`src/verilog/css_defs.vh`:
```
// Constants for the clock start-up and default clock-source block.
// Assumes inclusion by bare name from the design files that need it.
`ifndef CSS_DEFS_VH
`define CSS_DEFS_VH

// ------------------------------------------------------------------
// Register byte offsets on the APB slave
// ------------------------------------------------------------------
`define CSS_ADDR_CLKSEL   12'h000
`define CSS_ADDR_CAL      12'h004
`define CSS_ADDR_DIS0     12'h008
`define CSS_ADDR_DIS1     12'h00C
`define CSS_ADDR_SWITCH   12'h010
`define CSS_ADDR_STATUS   12'h014

// ------------------------------------------------------------------
// Field positions of the clock selection register
// ------------------------------------------------------------------
`define CSS_SRC_MSB       3
`define CSS_SRC_LSB       0
`define CSS_SUT_MSB       5
`define CSS_SUT_LSB       4
`define CSS_DIV8_BIT      8

// ------------------------------------------------------------------
// Reset values and encodings
// ------------------------------------------------------------------
`define CSS_SRC_RC        4'h2
`define CSS_SUT_DEF       2'h2
`define CSS_CAL_RST       8'h00
`define CSS_DIS_RST       8'h00
`define CSS_MODE_IDLE     2'h0
`define CSS_MODE_ADCNR    2'h1
`define CSS_MODE_PDOWN    2'h2
`define CSS_MODE_PSAVE    2'h3

// ------------------------------------------------------------------
// Timing counts, in ticks of the counted oscillator
// ------------------------------------------------------------------
`define CSS_RST_SHORT     15'h0200
`define CSS_RST_LONG      15'h2000
`define CSS_OSC_SU0       15'h0006
`define CSS_OSC_SU1       15'h0400
`define CSS_OSC_SU2       15'h4000
`define CSS_OSC_SU3       15'h0100
`define CSS_CNT_W         15

`endif

```
`src/verilog/css_tick_counter.v`:
```
// Tick counter that reports when a target number of ticks has passed.
// Assumes the tick input is a one-cycle pulse synchronous to pclk.
`timescale 1ns/1ps

module css_tick_counter #(
   parameter WIDTH = 15
) (
   input  wire             pclk,
   input  wire             presetn,
   input  wire             restart,
   input  wire             tick,
   input  wire [WIDTH-1:0] target,
   output reg              done_r
);

   reg [WIDTH-1:0] count_r;
   reg [WIDTH-1:0] count_nxt;
   reg             done_nxt;

   // ---------------------------------------------------------------
   // Counting
   // ---------------------------------------------------------------
   // Restart wins over a tick so that a new interval always starts at
   // zero, even if a tick arrives in the same cycle.
   always @* begin
      count_nxt = count_r;
      done_nxt  = done_r;
      if (restart) begin
         count_nxt = {WIDTH{1'b0}};
         done_nxt  = 1'b0;
      end else if (tick && !done_r) begin
         count_nxt = count_r + {{(WIDTH-1){1'b0}}, 1'b1};
         if (count_nxt == target) begin
            done_nxt = 1'b1;
         end
      end
   end

   always @(posedge pclk or negedge presetn) begin
      if (!presetn) begin
         count_r <= {WIDTH{1'b0}};
         done_r  <= 1'b0;
      end else begin
         count_r <= count_nxt;
         done_r  <= done_nxt;
      end
   end

endmodule // css_tick_counter

```
`src/verilog/css_clock_startup.v`:
```
// Clock start-up sequencer and default clock-source logic with an APB
// register file. Assumes oscillator ticks arrive as one-cycle pulses
// synchronous to pclk and that fuse levels are stable after reset.
`timescale 1ns/1ps
`include "css_defs.vh"

module css_clock_startup #(
   parameter [14:0] RST_LONG_CYCLES = `CSS_RST_LONG,
   parameter [14:0] OSC_LONG_CYCLES = `CSS_OSC_SU2
) (
   input  wire        pclk,
   input  wire        presetn,
   input  wire        psel,
   input  wire        penable,
   input  wire        pwrite,
   input  wire [11:0] paddr,
   input  wire [31:0] pwdata,
   output reg  [31:0] prdata,
   output reg         pready,
   output reg         pslverr,
   input  wire [3:0]  clock_select_fuses,
   input  wire [1:0]  startup_time_fuses,
   input  wire        divide_by_eight_fuse,
   input  wire        debug_enable_fuse,
   input  wire [7:0]  factory_cal_byte,
   input  wire        wdt_osc_tick,
   input  wire        src_osc_tick,
   input  wire        wdt_enable,
   input  wire        sleep_active,
   input  wire [1:0]  sleep_mode,
   input  wire [15:0] wake_pin_mask,
   output reg         cpu_hold,
   output reg  [3:0]  clock_source,
   output reg         sys_div8,
   output reg  [7:0]  rc_cal,
   output reg         rc_osc_en,
   output reg         ext_osc_en,
   output reg         wdt_osc_en,
   output reg  [15:0] in_buf_dis
);

   // ---------------------------------------------------------------
   // Sequencer states
   // ---------------------------------------------------------------
   // LOAD lasts one cycle and catches the fuses; RSTTO and OSCSU hold
   // fetch; SLEEP remembers whether the sleep mode was a deep one.
   localparam [2:0] ST_LOAD  = 3'h0;
   localparam [2:0] ST_RSTTO = 3'h1;
   localparam [2:0] ST_OSCSU = 3'h2;
   localparam [2:0] ST_RUN   = 3'h3;
   localparam [2:0] ST_SLEEP = 3'h4;

   reg [2:0]  state_r;
   reg [2:0]  state_nxt;
   reg [8:0]  clock_selection_register_r;
   reg [3:0]  active_src_r;
   reg [1:0]  active_sut_r;
   reg [7:0]  rc_calibration_register_r;
   reg [7:0]  input_disable_reg_zero_r;
   reg [7:0]  input_disable_reg_one_r;
   reg        deep_sleep_r;
   reg        deep_sleep_nxt;
   reg [3:0]  active_src_nxt;
   reg [1:0]  active_sut_nxt;
   reg [14:0] rst_target;
   reg [14:0] osc_target;
   reg        rst_restart;
   reg        osc_restart;
   reg [31:0] rd_data;
   reg        rd_err;
   wire       rst_done;
   wire       osc_done;
   wire       apb_setup;
   wire       apb_write;
   wire       sw_switch;
   wire [3:0] new_src;
   wire       src_off;

   // ---------------------------------------------------------------
   // Start-up counters
   // ---------------------------------------------------------------
   // The reset delay counts watchdog ticks whatever the system source
   // is, so it stays valid while the RC oscillator is still settling.
   // Each counter reports done from a flop, so the sequencer reacts one
   // clock after the last tick of an interval.
   css_tick_counter #(
      .WIDTH (`CSS_CNT_W)
   ) u_rst_cnt (
      .pclk    (pclk),
      .presetn (presetn),
      .restart (rst_restart),
      .tick    (wdt_osc_tick),
      .target  (rst_target),
      .done_r  (rst_done)
   );

   css_tick_counter #(
      .WIDTH (`CSS_CNT_W)
   ) u_osc_cnt (
      .pclk    (pclk),
      .presetn (presetn),
      .restart (osc_restart),
      .tick    (src_osc_tick),
      .target  (osc_target),
      .done_r  (osc_done)
   );

   // The reset delay only looks at the top bit of the start-up field,
   // so the factory setting selects the long delay. Source start-up
   // counts come from the same field, taken when the interval opens.
   always @* begin
      rst_target = active_sut_r[1] ? RST_LONG_CYCLES : `CSS_RST_SHORT;
      case (active_sut_r)
         2'h0:    osc_target = `CSS_OSC_SU0;
         2'h1:    osc_target = `CSS_OSC_SU1;
         2'h2:    osc_target = OSC_LONG_CYCLES;
         default: osc_target = `CSS_OSC_SU3;
      endcase
   end

   // ---------------------------------------------------------------
   // APB decode
   // ---------------------------------------------------------------
   assign apb_setup = psel && !penable;
   assign apb_write = psel && penable && pready && pwrite;
   // A switch request is honoured only on a completed write access.
   assign sw_switch = apb_write && (paddr == `CSS_ADDR_SWITCH) && pwdata[0];
   assign new_src   = clock_selection_register_r[`CSS_SRC_MSB:`CSS_SRC_LSB];

   // Unused bits read as zero; an unmapped offset answers with an
   // error and zero data.
   always @* begin
      rd_data = 32'h0000_0000;
      rd_err  = 1'b0;
      case (paddr)
         `CSS_ADDR_CLKSEL: rd_data[8:0] = clock_selection_register_r;
         `CSS_ADDR_CAL:    rd_data[7:0] = rc_calibration_register_r;
         `CSS_ADDR_DIS0:   rd_data[7:0] = input_disable_reg_zero_r;
         `CSS_ADDR_DIS1:   rd_data[7:0] = input_disable_reg_one_r;
         `CSS_ADDR_SWITCH: rd_data = 32'h0000_0000;
         `CSS_ADDR_STATUS: rd_data[11:0] = {deep_sleep_r, osc_done,
                                            rst_done, active_sut_r,
                                            active_src_r, state_r};
         default:          rd_err = 1'b1;
      endcase
   end

   // Wait state free: the answer is staged at the setup edge and
   // the access phase always completes at its first edge. Read data is
   // driven only while pready stands, so a stale word never lingers on
   // the bus after the access.
   always @(posedge pclk or negedge presetn) begin
      if (!presetn) begin
         pready  <= 1'b0;
         pslverr <= 1'b0;
         prdata  <= 32'h0000_0000;
      end else begin
         pready  <= apb_setup;
         pslverr <= apb_setup && rd_err;
         if (apb_setup && !pwrite) begin
            prdata <= rd_data;
         end else begin
            prdata <= 32'h0000_0000;
         end
      end
   end

   // ---------------------------------------------------------------
   // Software registers
   // ---------------------------------------------------------------
   // Fuse and calibration levels are caught in the first clocked cycle
   // after reset release, never inside the asynchronous reset branch.
   // Bits 7:6 of the selection register are reserved and read zero.
   // A bus write in the load cycle is lost; the fuse copy wins.
   // Software may retune the RC oscillator at any time after the load.
   always @(posedge pclk or negedge presetn) begin
      if (!presetn) begin
         clock_selection_register_r <= {1'b1, 2'h0, `CSS_SUT_DEF,
                                        `CSS_SRC_RC};
         rc_calibration_register_r  <= `CSS_CAL_RST;
         input_disable_reg_zero_r   <= `CSS_DIS_RST;
         input_disable_reg_one_r    <= `CSS_DIS_RST;
      end else if (state_r == ST_LOAD) begin
         clock_selection_register_r <= {divide_by_eight_fuse, 2'h0,
                                        startup_time_fuses,
                                        clock_select_fuses};
         rc_calibration_register_r  <= factory_cal_byte;
      end else if (apb_write) begin
         case (paddr)
            `CSS_ADDR_CLKSEL: begin
               clock_selection_register_r <= {pwdata[`CSS_DIV8_BIT], 2'h0,
                  pwdata[`CSS_SUT_MSB:`CSS_SUT_LSB],
                  pwdata[`CSS_SRC_MSB:`CSS_SRC_LSB]};
            end
            `CSS_ADDR_CAL: begin
               rc_calibration_register_r <= pwdata[7:0];
            end
            `CSS_ADDR_DIS0: begin
               input_disable_reg_zero_r <= pwdata[7:0];
            end
            `CSS_ADDR_DIS1: begin
               input_disable_reg_one_r <= pwdata[7:0];
            end
            default: begin
               input_disable_reg_one_r <= input_disable_reg_one_r;
            end
         endcase
      end
   end

   // ---------------------------------------------------------------
   // Start-up sequencer
   // ---------------------------------------------------------------
   always @* begin
      state_nxt      = state_r;
      active_src_nxt = active_src_r;
      active_sut_nxt = active_sut_r;
      deep_sleep_nxt = deep_sleep_r;
      rst_restart    = 1'b0;
      osc_restart    = 1'b0;
      case (state_r)
         ST_LOAD: begin
            // Fuses are read directly; the register copy lands on this edge.
            active_src_nxt = clock_select_fuses;
            active_sut_nxt = startup_time_fuses;
            rst_restart    = 1'b1;
            state_nxt      = ST_RSTTO;
         end
         ST_RSTTO: begin
            // The source interval opens only once the reset delay is over.
            if (rst_done) begin
               osc_restart = 1'b1;
               state_nxt   = ST_OSCSU;
            end
         end
         ST_OSCSU: begin
            if (osc_done) begin
               state_nxt = ST_RUN;
            end
         end
         ST_RUN: begin
            // Sleep wins over a switch written in the same cycle.
            if (sleep_active) begin
               deep_sleep_nxt = (sleep_mode == `CSS_MODE_PDOWN) ||
                                (sleep_mode == `CSS_MODE_PSAVE);
               state_nxt      = ST_SLEEP;
            end else if (sw_switch) begin
               // A switch takes the source and start-up fields as they
               // stand in the selection register at that moment.
               active_src_nxt = new_src;
               active_sut_nxt =
                  clock_selection_register_r[`CSS_SUT_MSB:`CSS_SUT_LSB];
               osc_restart    = 1'b1;
               state_nxt      = ST_OSCSU;
            end
         end
         ST_SLEEP: begin
            // Only a deep sleep stopped the source, so only it is retimed.
            if (!sleep_active) begin
               deep_sleep_nxt = 1'b0;
               if (deep_sleep_r) begin
                  osc_restart = 1'b1;
                  state_nxt   = ST_OSCSU;
               end else begin
                  state_nxt = ST_RUN;
               end
            end
         end
         default: begin
            // An unused code falls back to a full reload of the fuses.
            state_nxt = ST_LOAD;
         end
      endcase
   end

   always @(posedge pclk or negedge presetn) begin
      if (!presetn) begin
         state_r      <= ST_LOAD;
         active_src_r <= `CSS_SRC_RC;
         active_sut_r <= `CSS_SUT_DEF;
         deep_sleep_r <= 1'b0;
      end else begin
         state_r      <= state_nxt;
         active_src_r <= active_src_nxt;
         active_sut_r <= active_sut_nxt;
         deep_sleep_r <= deep_sleep_nxt;
      end
   end

   // ---------------------------------------------------------------
   // Clock and buffer controls
   // ---------------------------------------------------------------
   // In deep sleep the source stops, unless debug must keep it alive.
   // The price of debug is that deep sleep current is not reached.
   assign src_off = deep_sleep_nxt && (state_nxt == ST_SLEEP) &&
                    !debug_enable_fuse;

   // Hold, source, enable and buffer outputs are registered from the next-state terms so that each
   // changes on the same edge as the sequencer state it reflects.
   // The watchdog oscillator runs through the whole reset delay even
   // when the watchdog itself is off, because the delay counts on it.
   // Deep sleep spares the wake-up pin buffers so a wake event is still seen, but their software disable bits still apply.
   always @(posedge pclk or negedge presetn) begin
      if (!presetn) begin
         cpu_hold     <= 1'b1;
         clock_source <= `CSS_SRC_RC;
         sys_div8     <= 1'b1;
         rc_cal       <= `CSS_CAL_RST;
         rc_osc_en    <= 1'b1;
         ext_osc_en   <= 1'b0;
         wdt_osc_en   <= 1'b1;
         in_buf_dis   <= 16'h0000;
      end else begin
         cpu_hold     <= (state_nxt != ST_RUN);
         clock_source <= active_src_nxt;
         sys_div8     <= (state_r == ST_LOAD) ? divide_by_eight_fuse :
                         clock_selection_register_r[`CSS_DIV8_BIT];
         rc_cal       <= rc_calibration_register_r;
         rc_osc_en    <= (active_src_nxt == `CSS_SRC_RC) && !src_off;
         ext_osc_en   <= (active_src_nxt != `CSS_SRC_RC) && !src_off;
         wdt_osc_en   <= wdt_enable || (state_nxt == ST_LOAD) ||
                         (state_nxt == ST_RSTTO);
         in_buf_dis   <= {input_disable_reg_one_r,
                          input_disable_reg_zero_r} |
                         ((deep_sleep_nxt && state_nxt == ST_SLEEP) ?
                          ~wake_pin_mask : 16'h0000);
      end
   end

endmodule // css_clock_startup

```
`config.mk`:
```
export PLATFORM = sky130hd
export DESIGN_NAME = css_clock_startup
export DESIGN_NICKNAME = d
export VERILOG_FILES = /design/src/verilog/css_tick_counter.v /design/src/verilog/css_clock_startup.v
export VERILOG_INCLUDE_DIRS = /design/src /design/src/verilog
export SDC_FILE = /design/constraint.sdc
export NUM_CORES = 1
export LEC_CHECK = 0
export BUFFER_PORTS_ARGS = -buffer_cell sky130_fd_sc_hd__buf_2
export CAP_MARGIN = 20
export CORE_AREA = 2 2 119 208
export DETAILED_ROUTE_END_ITERATION = 8
export DIE_AREA = 0 0 121 210
export SYNTH_ARGS = -nofsm -noshare
export SYNTH_HDL_FRONTEND = slang
export SYNTH_SLANG_ARGS = --single-unit
```
`constraint.sdc`:
```
create_clock -name pclk -period 5.74 [get_ports pclk]
set_input_delay 1.148 -clock pclk [delete_from_list [all_inputs] [get_ports pclk]]
set_output_delay 1.148 -clock pclk [all_outputs]
set_load 0.005 [all_outputs]
```
# --- Yosys cells after proc, flatten, opt, wreduce, memory -nomap -nowiden ---
# Index checks and enable logic that the tools add are counted.
totals:
  in_bits: 87
  word_cells: 140
  output_inout_bits: 67
  ff_bits: 138
op_classes:
  n_mux: 48
  bitwise_logic: 3
  n_eq_ne: 22
  addsub: 2
  reduce_logical: 43
ops:
  columns: ["operator", "count"]
  rows:
  - ["2-to-1 mux 15 bit", 4]
  - ["one-hot mux 15 bit (3 select lines)", 1]
  - ["one-hot mux 8 bit (5 select lines)", 1]
  - ["adder 15 x 1 -> 15 bit (second input constant)", 2]
  - ["2-to-1 mux 9 bit", 3]
  - ["equality test 12 x 4 -> 1 bit (second input constant)", 2]
  - ["equality test 12 x 5 -> 1 bit (second input constant)", 2]
  - ["2-to-1 mux 8 bit", 3]
  - ["2-to-1 mux 3 bit", 6]
  - ["2-to-1 mux 1 bit", 17]
  - ["2-to-1 mux 16 bit", 1]
  - ["inverter 16 bit", 1]
  - ["bitwise OR 16 bit", 1]
  - ["nonzero test 2 bit", 8]
  - ["equality test 15 x 14 -> 1 bit", 1]
  - ["equality test 15 bit", 1]
  - ["one-hot mux 3 bit (5 select lines)", 1]
  - ["logical AND 1 bit", 14]
  - ["2-to-1 mux 14 bit", 1]
  - ["equality test 12 x 3 -> 1 bit (second input constant)", 1]
  - ["logical NOT 12 bit", 1]
  - ["2-to-1 mux 12 bit", 1]
  - ["AND reduction 3 bit", 3]
  - ["2-to-1 mux 4 bit", 2]
  - ["other kinds (21)", 40]

# --- Longest topological paths before layout ---
# Gate-level depths: netlist (run 1).
depth:
  ltp_word: 13
  mapped_depth: 7
  mapped_depth_nobuf: 7

# --- By module ---
# Synthesis (run 1) repeated with hierarchy kept, for this count alone.
unflattened:
  hier_cells: 613
  hier_area_um2: 6242.2
modules_own_cells:
  columns: ["module", "instances", "area_each_um2", "cells_per_inst", "seq_area_each_um2"]
  rows:
  - ["css_clock_startup", 1, 3752.3, 317, 2113.3]
  - ["css_tick_counter", 2, 1244.9, 148, 400.4]

# --- Worst setup path before layout (run 1) ---
# OpenSTA, ideal clock, no wires.
synth_timing:
  kind: "input to register"
  start: "in paddr[7]"
  end: "reg clock_selection_register_r[0]"
  path_buffers: 0
  t_arrival_ns: 2.612
  setup_time_ns: 0.133
  stages: 6
  t_required_ns: 5.607
  setup_slack_ns: 2.995
  path_cell_list: "nor4_4 > nand3_2 > nor4_2 > nand2_2 > mux2i_1 > o21ai_0"
synth_via:
  elab_chain_len: 3
synth_lines:
  columns: ["item", "line_no", "rtl"]
  rows:
  - ["start: declaration", "css_clock_startup.v:16", "input wire [11:0] paddr,"]
  - ["logical NOT 12 bit", "css_clock_startup.v:189", "case (paddr)"]
  - ["nonzero test 2 bit (no source line)", null, null]
  - ["AND reduction 2 bit (no source line)", null, null]
  - ["end signal: assignment", "css_clock_startup.v:178", "clock_selection_register_r <= {1'b1, 2'h0, `CSS_SUT_DEF,"]
  - ["end signal: assignment", "css_clock_startup.v:184", "clock_selection_register_r <= {divide_by_eight_fuse, 2'h0,"]
  - ["end signal: assignment", "css_clock_startup.v:191", "clock_selection_register_r <= {pwdata[`CSS_DIV8_BIT], 2'h0,"]
  - ["end: declaration", "css_clock_startup.v:55", "reg [8:0] clock_selection_register_r;"]
# No other way between the ends.
# A chain may end at the register's enable or synchronous reset.

# --- Worst setup path after layout (run 1) ---
layout_timing:
  start: "in paddr[1]"
  end: "reg rc_osc_en"
layout_via:
  elab_cells_between_ends: 15
  cone_classes: "eq/ne (3); mux (6); reduce/logical (6)"
layout_rtl:
  columns: ["item", "line_no", "rtl"]
  rows:
  - ["equality test 12 x 5 -> 1 bit", null, null]
  - ["logical AND 1 bit (2 in a row)", "css_clock_startup.v:127", "assign sw_switch = apb_write && (paddr == `CSS_ADDR_SWITCH) && pwdata[0];"]
  - ["2-to-1 mux 4 bit", "css_clock_startup.v:247", "end else if (sw_switch) begin"]
  - ["2-to-1 mux 4 bit", "css_clock_startup.v:243", "if (sleep_active) begin"]
  - ["one-hot mux 4 bit (2 select lines)", "css_clock_startup.v:221", "case (state_r)"]
  - ["via active_src_nxt[2]", "css_clock_startup.v:63", "reg [3:0] active_src_nxt;"]
  - ["equality test 4 x 2 -> 1 bit (no source line)", null, null]
  - ["logical AND 1 bit", "css_clock_startup.v:319", "rc_osc_en <= (active_src_nxt == `CSS_SRC_RC) && !src_off;"]
  - ["end signal: assignment", "css_clock_startup.v:319", null]
  - ["end: declaration", "css_clock_startup.v:36", "output reg rc_osc_en,"]
# The timed path passes the listed nets, and every way through them passes these cells.

==> results of run 1 <==
layout by cell type, fill, tap and decap left out, types with 8 or more instances in the layout:
master and count:
buf_2 108, dfrtp_1 107, nand2_1 53, nor2_1 46
mux2i_1 20, conb_1 20, o21ai_0 18, xor2_1 18
a21oi_1 17, mux2_2 17, clkbuf_16 17, xnor2_1 16
nand4_1 15, nand3_1 15, nor3_1 11, and3_1 10
o21bai_4 10, dfstp_2 9, nor2b_1 8, a222oi_1 8
o21bai_1 8
state kept, by name, summed over array words and instances (netlist names), 2 cells and up:
register	cells
active_sut_r	2
clock_selection_register_r	7
rc_calibration_register_r	8
input_disable_reg_zero_r	8
input_disable_reg_one_r	8
rc_cal	8
clock_source	4
u_osc_cnt.count_r	15
in_buf_dis	16
u_rst_cnt.count_r	15
prdata	12
state_r	3
worst paths after layout:
path / from / end / depth (start not counted) / slack (ns)
max reg2reg: state_r[2] / rc_osc_en / 5 / 2.84
min in group asynchronous: presetn / prdata[4] / 1 / 0.58
min reg2reg: rc_calibration_register_r[1] / rc_cal[1] / 0 / 0.41
min: rc_calibration_register_r[1] / rc_cal[1] / 0 / 0.41
max: paddr[1] / rc_osc_en / 7 / 2.45
max in group asynchronous: presetn / sys_div8 / 3 / 4.02
where the power goes:
group,switching [uW],internal (uW)
clock,397,621
combinational,298,260
sequential,206,1010
metrics by stage:
stage	utilization	area (um2)	hold slack, ns
CTS	0.303	7180	0.412
global route	0.304	7220	0.418
finish	0.304	7220	0.412
floorplan	-	5910	0.374
global placement	0.278	6610	0.395
detailed placement	0.278	6610	0.398
metal layers:
metal,track usage,vias up,routed length (um)
met5,0,-,24
met4,0.0613,4,389
met3,0.0290,23,773
met2,0.217,148,8010
met1,0.128,2230,5820
li1,-,2125,-
logic make-up after synthesis:
logic type / after synthesis
flip-flops: 116
buffers and inverters: 50
other: 1
adder cells (fa/ha/maj): 2
multiplexers: 37
AND/OR/NAND/NOR: 205
AO/OA/AOI/OAI: 95
XOR/XNOR: 35
layout make-up:
cell class                 count  area (um2)
fill                        2447       16500
sequential                   116        2910
timing repair buffer         116         621
clock buffer                  19         453
antenna                        1        2.50
clock inverter                13         121
multi-input combinational    394        2710
inverter                       5        18.8
tap                          308         385
==> results.json, run 1 <==
{
  "status": "finished, final reports clean",
  "dp_slack_ns": 2.04,
  "yosys_warnings": 0,
  "rows": 75,
  "synth_edf_count": 0,
  "start_util": 0.246,
  "post_cts_buffers": 0,
  "drc": 0,
  "synth-compound-area-share": 0.132,
  "finalNetCount": 739,
  "fin_tns_setup_ns": 0,
  "cts_hold_buf": 0,
  "synth_commonest_cells": "107 x dfrtp_1, 53 x nand2_1, 46 x nor2_1",
  "ant_nets": 0,
  "grt_max_degree": 80,
  "ir_drop_mv": 0.216,
  "numCtsBuffers": 17,
  "ys_top_cells_by_area": "dfrtp_1 46%, dfstp_2 4.1%, mux2i_1 3.4%",
  "worstPathMaxFanout": 6,
  "leakagePower_uw": 0.00330,
  "critical_path_class": "in2reg",
  "stdcell_count": 972,
  "critical_path.cell_chain": "buf_2 > nor3_1 > nand4_1 > nor4_2 > o211ai_1 > nor4b_1 > nor2b_1",
  "min_path_type": "reg2reg",
  "drive_above_1_share": 0.305,
  "drtIter0Drc": 288,
  "gp_congestion": 0.824,
  "synth-async-reset-ratio": 1.00,
  "synth.distinct_cells": 66,
  "areaGrowthSynthToFinish_pct": 23.7,
  "clock_latency_ns": 0.42,
  "io_buffers": 109,
  "critPathCaptureType": "register",
  "critPathBufInv": 1,
  "clk_path_buf_depth": 2,
  "yosysSeqAreaShare": 0.499,
  "post_cts_resized": 0,
  "gr-total-overflow": 0,
  "die_w_um": 121,
  "yosysTopAreaCell": "dfrtp_1",
  "synth_top_area_frac": 0.459,
  "wl_um": 15000,
  "rsz0062_at_grt": "false",
  "wire_per_inst_um": 15.4,
  "critPathTopFamily": "simple AND/OR/NAND/NOR gates",
  "viasPerCell": 4.66,
  "synth_ff_type": "dfrtp_1",
  "root_buffer": "clkbuf_16",
  "cts.sink_count": 116,
  "ys_seq_elements": 116,
  "drv_slew": 0,
  "htreeDepth": 4,
  "die_h_um": 210,
  "cts_tree": "done",
  "hold_violations": 0,
  "worst_slack_ns": 2.45,
  "tightest_slew_ns": 1.02,
  "synthAdderAreaFrac": 0.00429,
  "die_area_um2": 25400,
  "vias": 4530,
  "drv_cap": 0,
  "crit_arrival_ns": 3.64,
  "track_usage": 0.120,
  "fin_skew_ns": 0.00577,
  "core_um2": 23700,
  "antenna_found_initial": 3,
  "max_stage_delay_ns": 0.84,
  "grt_pass1_wl_um": 23400,
  "fin_crit_sh": 0.573,
  "yosysMostFrequentCell": "dfrtp_1",
  "cp.required_ns": 6.09,
  "muxShareOfSynthArea": 0.0671,
  "critPathLaunchType": "primary input",
  "grt_pass1_vias": 4461,
  "syn_area_um2": 5840,
  "synthSimpleGateAreaFrac": 0.191,
  "dp_hpwl_um": 11100,
  "finalSetupViolCount": 0,
  "synth_cells": 541,
  "synth_top_family_by_area": "simple AND/OR/NAND/NOR gates",
  "fin_crit_ns": 3.29,
  "powerDensity_nw_per_um2": 387,
  "drt_first_pass_iters": 5,
  "relSlewSlack": 0.315,
  "avgSynthCellArea_um2": 10.8,
  "crit_path_top_delay_cell": "nor4b_1",
  "place_inst": 937,
  "ios": 154,
  "synth-xor-area-share": 0.0551,
  "path_clk_slew_ns": 0.06,
  "fmax_mhz": 304,
  "finalPower_uw": 2800
}
Power figures use the tool's default switching activity.
==> run 2: changes to the inputs <==
==> constraint.sdc (replaced) <==
create_clock -name pclk -period 2.7 [get_ports pclk]
set_input_delay 0.54 -clock pclk [delete_from_list [all_inputs] [get_ports pclk]]
set_output_delay 0.54 -clock pclk [all_outputs]
set_load 0.005 [all_outputs]
==> results.json, run 2 (synthesized netlist as in run 1, its figures left out) <==
{
  "status": "finished, final reports clean",
  "fin_crit_ns": 2.35,
  "ios": 154,
  "root_buffer": "clkbuf_16",
  "start_util": 0.246,
  "drive_above_1_share": 0.316,
  "critPathLaunchType": "register",
  "clock_latency_ns": 0.42,
  "regMostFlops": "in_buf_dis",
  "rows": 75,
  "switching_share": 0.318,
  "path_clk_slew_ns": 0.06,
  "netSwitchingPower_uw": 1960,
  "power_frac_seq": 0.422,
  "wire_per_inst_um": 15.5,
  "finalNetCount": 751,
  "critical_path_class": "reg2reg",
  "antenna_found_initial": 0,
  "fmax_mhz": 426,
  "cts_tree": "done",
  "post_cts_resized": 0,
  "cp.required_ns": 3.06,
  "post_cts_buffers": 0,
  "drt_first_pass_iters": 7,
  "drc": 0,
  "layout_common_cells": "108 x buf_2, 107 x dfrtp_1, 53 x nand2_1, 46 x nor2_1",
  "p_int_uw": 4210,
  "min_path_type": "in2reg",
  "numCtsBuffers": 17,
  "timing.hold.ws_ns": 0.297,
  "io_buffers": 109,
  "dp_hpwl_um": 11400,
  "ir_drop_mv": 0.431,
  "wl_um": 15300,
  "fin_tns_setup_ns": 0,
  "die_w_um": 121,
  "critPathCaptureType": "register",
  "final_util": 0.309,
  "grt_pass1_wl_um": 24100,
  "drtIter0Drc": 317,
  "hold_violations": 0,
  "powerDensity_nw_per_um2": 841,
  "comb_power_share": 0.198,
  "track_usage": 0.122,
  "core_um2": 23700,
  "clk_path_buf_depth": 2,
  "viasPerCell": 4.66,
  "vias": 4582,
  "leakagePower_uw": 0.00339,
  "ant_nets": 0,
  "timing.rr.start": "state_r[2]",
  "rsz0062_at_grt": "false",
  "crit_start": "state_r[2]",
  "htreeDepth": 4,
  "gp_congestion": 0.826,
  "worstSetupEndpoint": "rc_osc_en",
  "dp_slack_ns": 0.212,
  "grt_max_degree": 103,
  "worst_slack_ns": 0.354,
  "grt_pass1_vias": 4565,
  "worstPathMaxFanout": 8,
  "fin_skew_ns": 0.00805,
  "r2r_slack_ns": 0.35,
  "largest_reg_flops": 16,
  "finalSetupViolCount": 0,
  "die_h_um": 210,
  "crit_arrival_ns": 2.70,
  "final_common_cell": "buf_2",
  "ff2ff_path_depth": 7,
  "drv_cap": 0,
  "cts.sink_count": 116,
  "fin_crit_sh": 0.869,
  "clkPwrFrac": 0.380,
  "drv_slew": 0,
  "reg_top3": "in_buf_dis: 16 flops, u_osc_cnt.count_r: 15 flops, u_rst_cnt.count_r: 15 flops",
  "tightest_slew_ns": 0.644,
  "die_area_um2": 25400,
  "relSlewSlack": 0.567,
  "gr-total-overflow": 0,
  "antennaDiodeCount": 0,
  "finalPower_uw": 6170,
  "worstReg2RegEnd": "rc_osc_en",
  "areaGrowthSynthToFinish_pct": 25.8
}
-- run 2: cell types whose count changed in the layout (fill, tap and decap cells not counted) --
| cell | delta |
|---|---|
| inv_6 | +1 |
| clkbuf_8 | -1 |
| diode_2 | -1 |
| clkinv_2 | +1 |
| clkinvlp_4 | -3 |
| bufinv_16 | +2 |
| buf_16 | -1 |
| buf_12 | +1 |
| buf_4 | +12 |
| clkbuf_4 | -1 |
| dlygate4sd3_1 | +1 |
-- run 2: cell type report --
type,count,area (um2)
clock inverters,14,173
clock buffers,18,439
multi-input cells,394,2710
repair buffers,128,706
well taps,308,385
flip-flops and latches,116,2910
fillers,2437,16400
inverters,5,18.8
-- run 2: metrics by stage --
stage	instance area, um2	cells
6_report	7340	983
5_1_grt	7340	983
4_1_cts	7340	983
3_5_place_dp	6720	950
3_3_place_gp	6720	950
2_1_floorplan	5910	560
-- run 2: timing repair --
item                                    in CTS  in global routing
endpoints found under the setup margin       0                  0
hold buffers                                 1                  0
hold endpoints to repair                    14                  0
-- run 2: worst min path at each step --
stage	from	to	slack, ns	depth (start not counted)
after floorplan	presetn	active_sut_r[0]	0.24	0
final	wake_pin_mask[0]	in_buf_dis[0]	0.30	2
after global routing	wake_pin_mask[2]	in_buf_dis[2]	0.29	2
after detailed placement	rc_calibration_register_r[0]	rc_cal[0]	0.40	0
after CTS	wake_pin_mask[0]	in_buf_dis[0]	0.29	2
after global placement	rc_calibration_register_r[0]	rc_cal[0]	0.38	0
-- run 2: critical path, cell delays in order, from the launching register on --
cell and delay, ns:
dfrtp_1 0.49, nand3b_2 0.44, nor2_1 0.35, nand4_1 0.17
o211ai_1 0.15, nor4b_1 0.35, buf_4 0.20, nor2b_1 0.12
-- run 2: metal layers --
layer | track usage | part of all wire
met4 | 0.0549 | 0.026
met3 | 0.0303 | 0.053
met1 | 0.132 | 0.38
met2 | 0.222 | 0.54
met5 | 0 | 0
-- run 2: power by group through the flow --
stage,combinational (uW),clock [uW],sequential (uW)
final,1220,2350,2600
after detailed placement,1220,0,2630
after floorplan,895,0,2420
after CTS,1230,2380,2600
after global routing,1400,2460,2670
after global placement,1200,0,2620
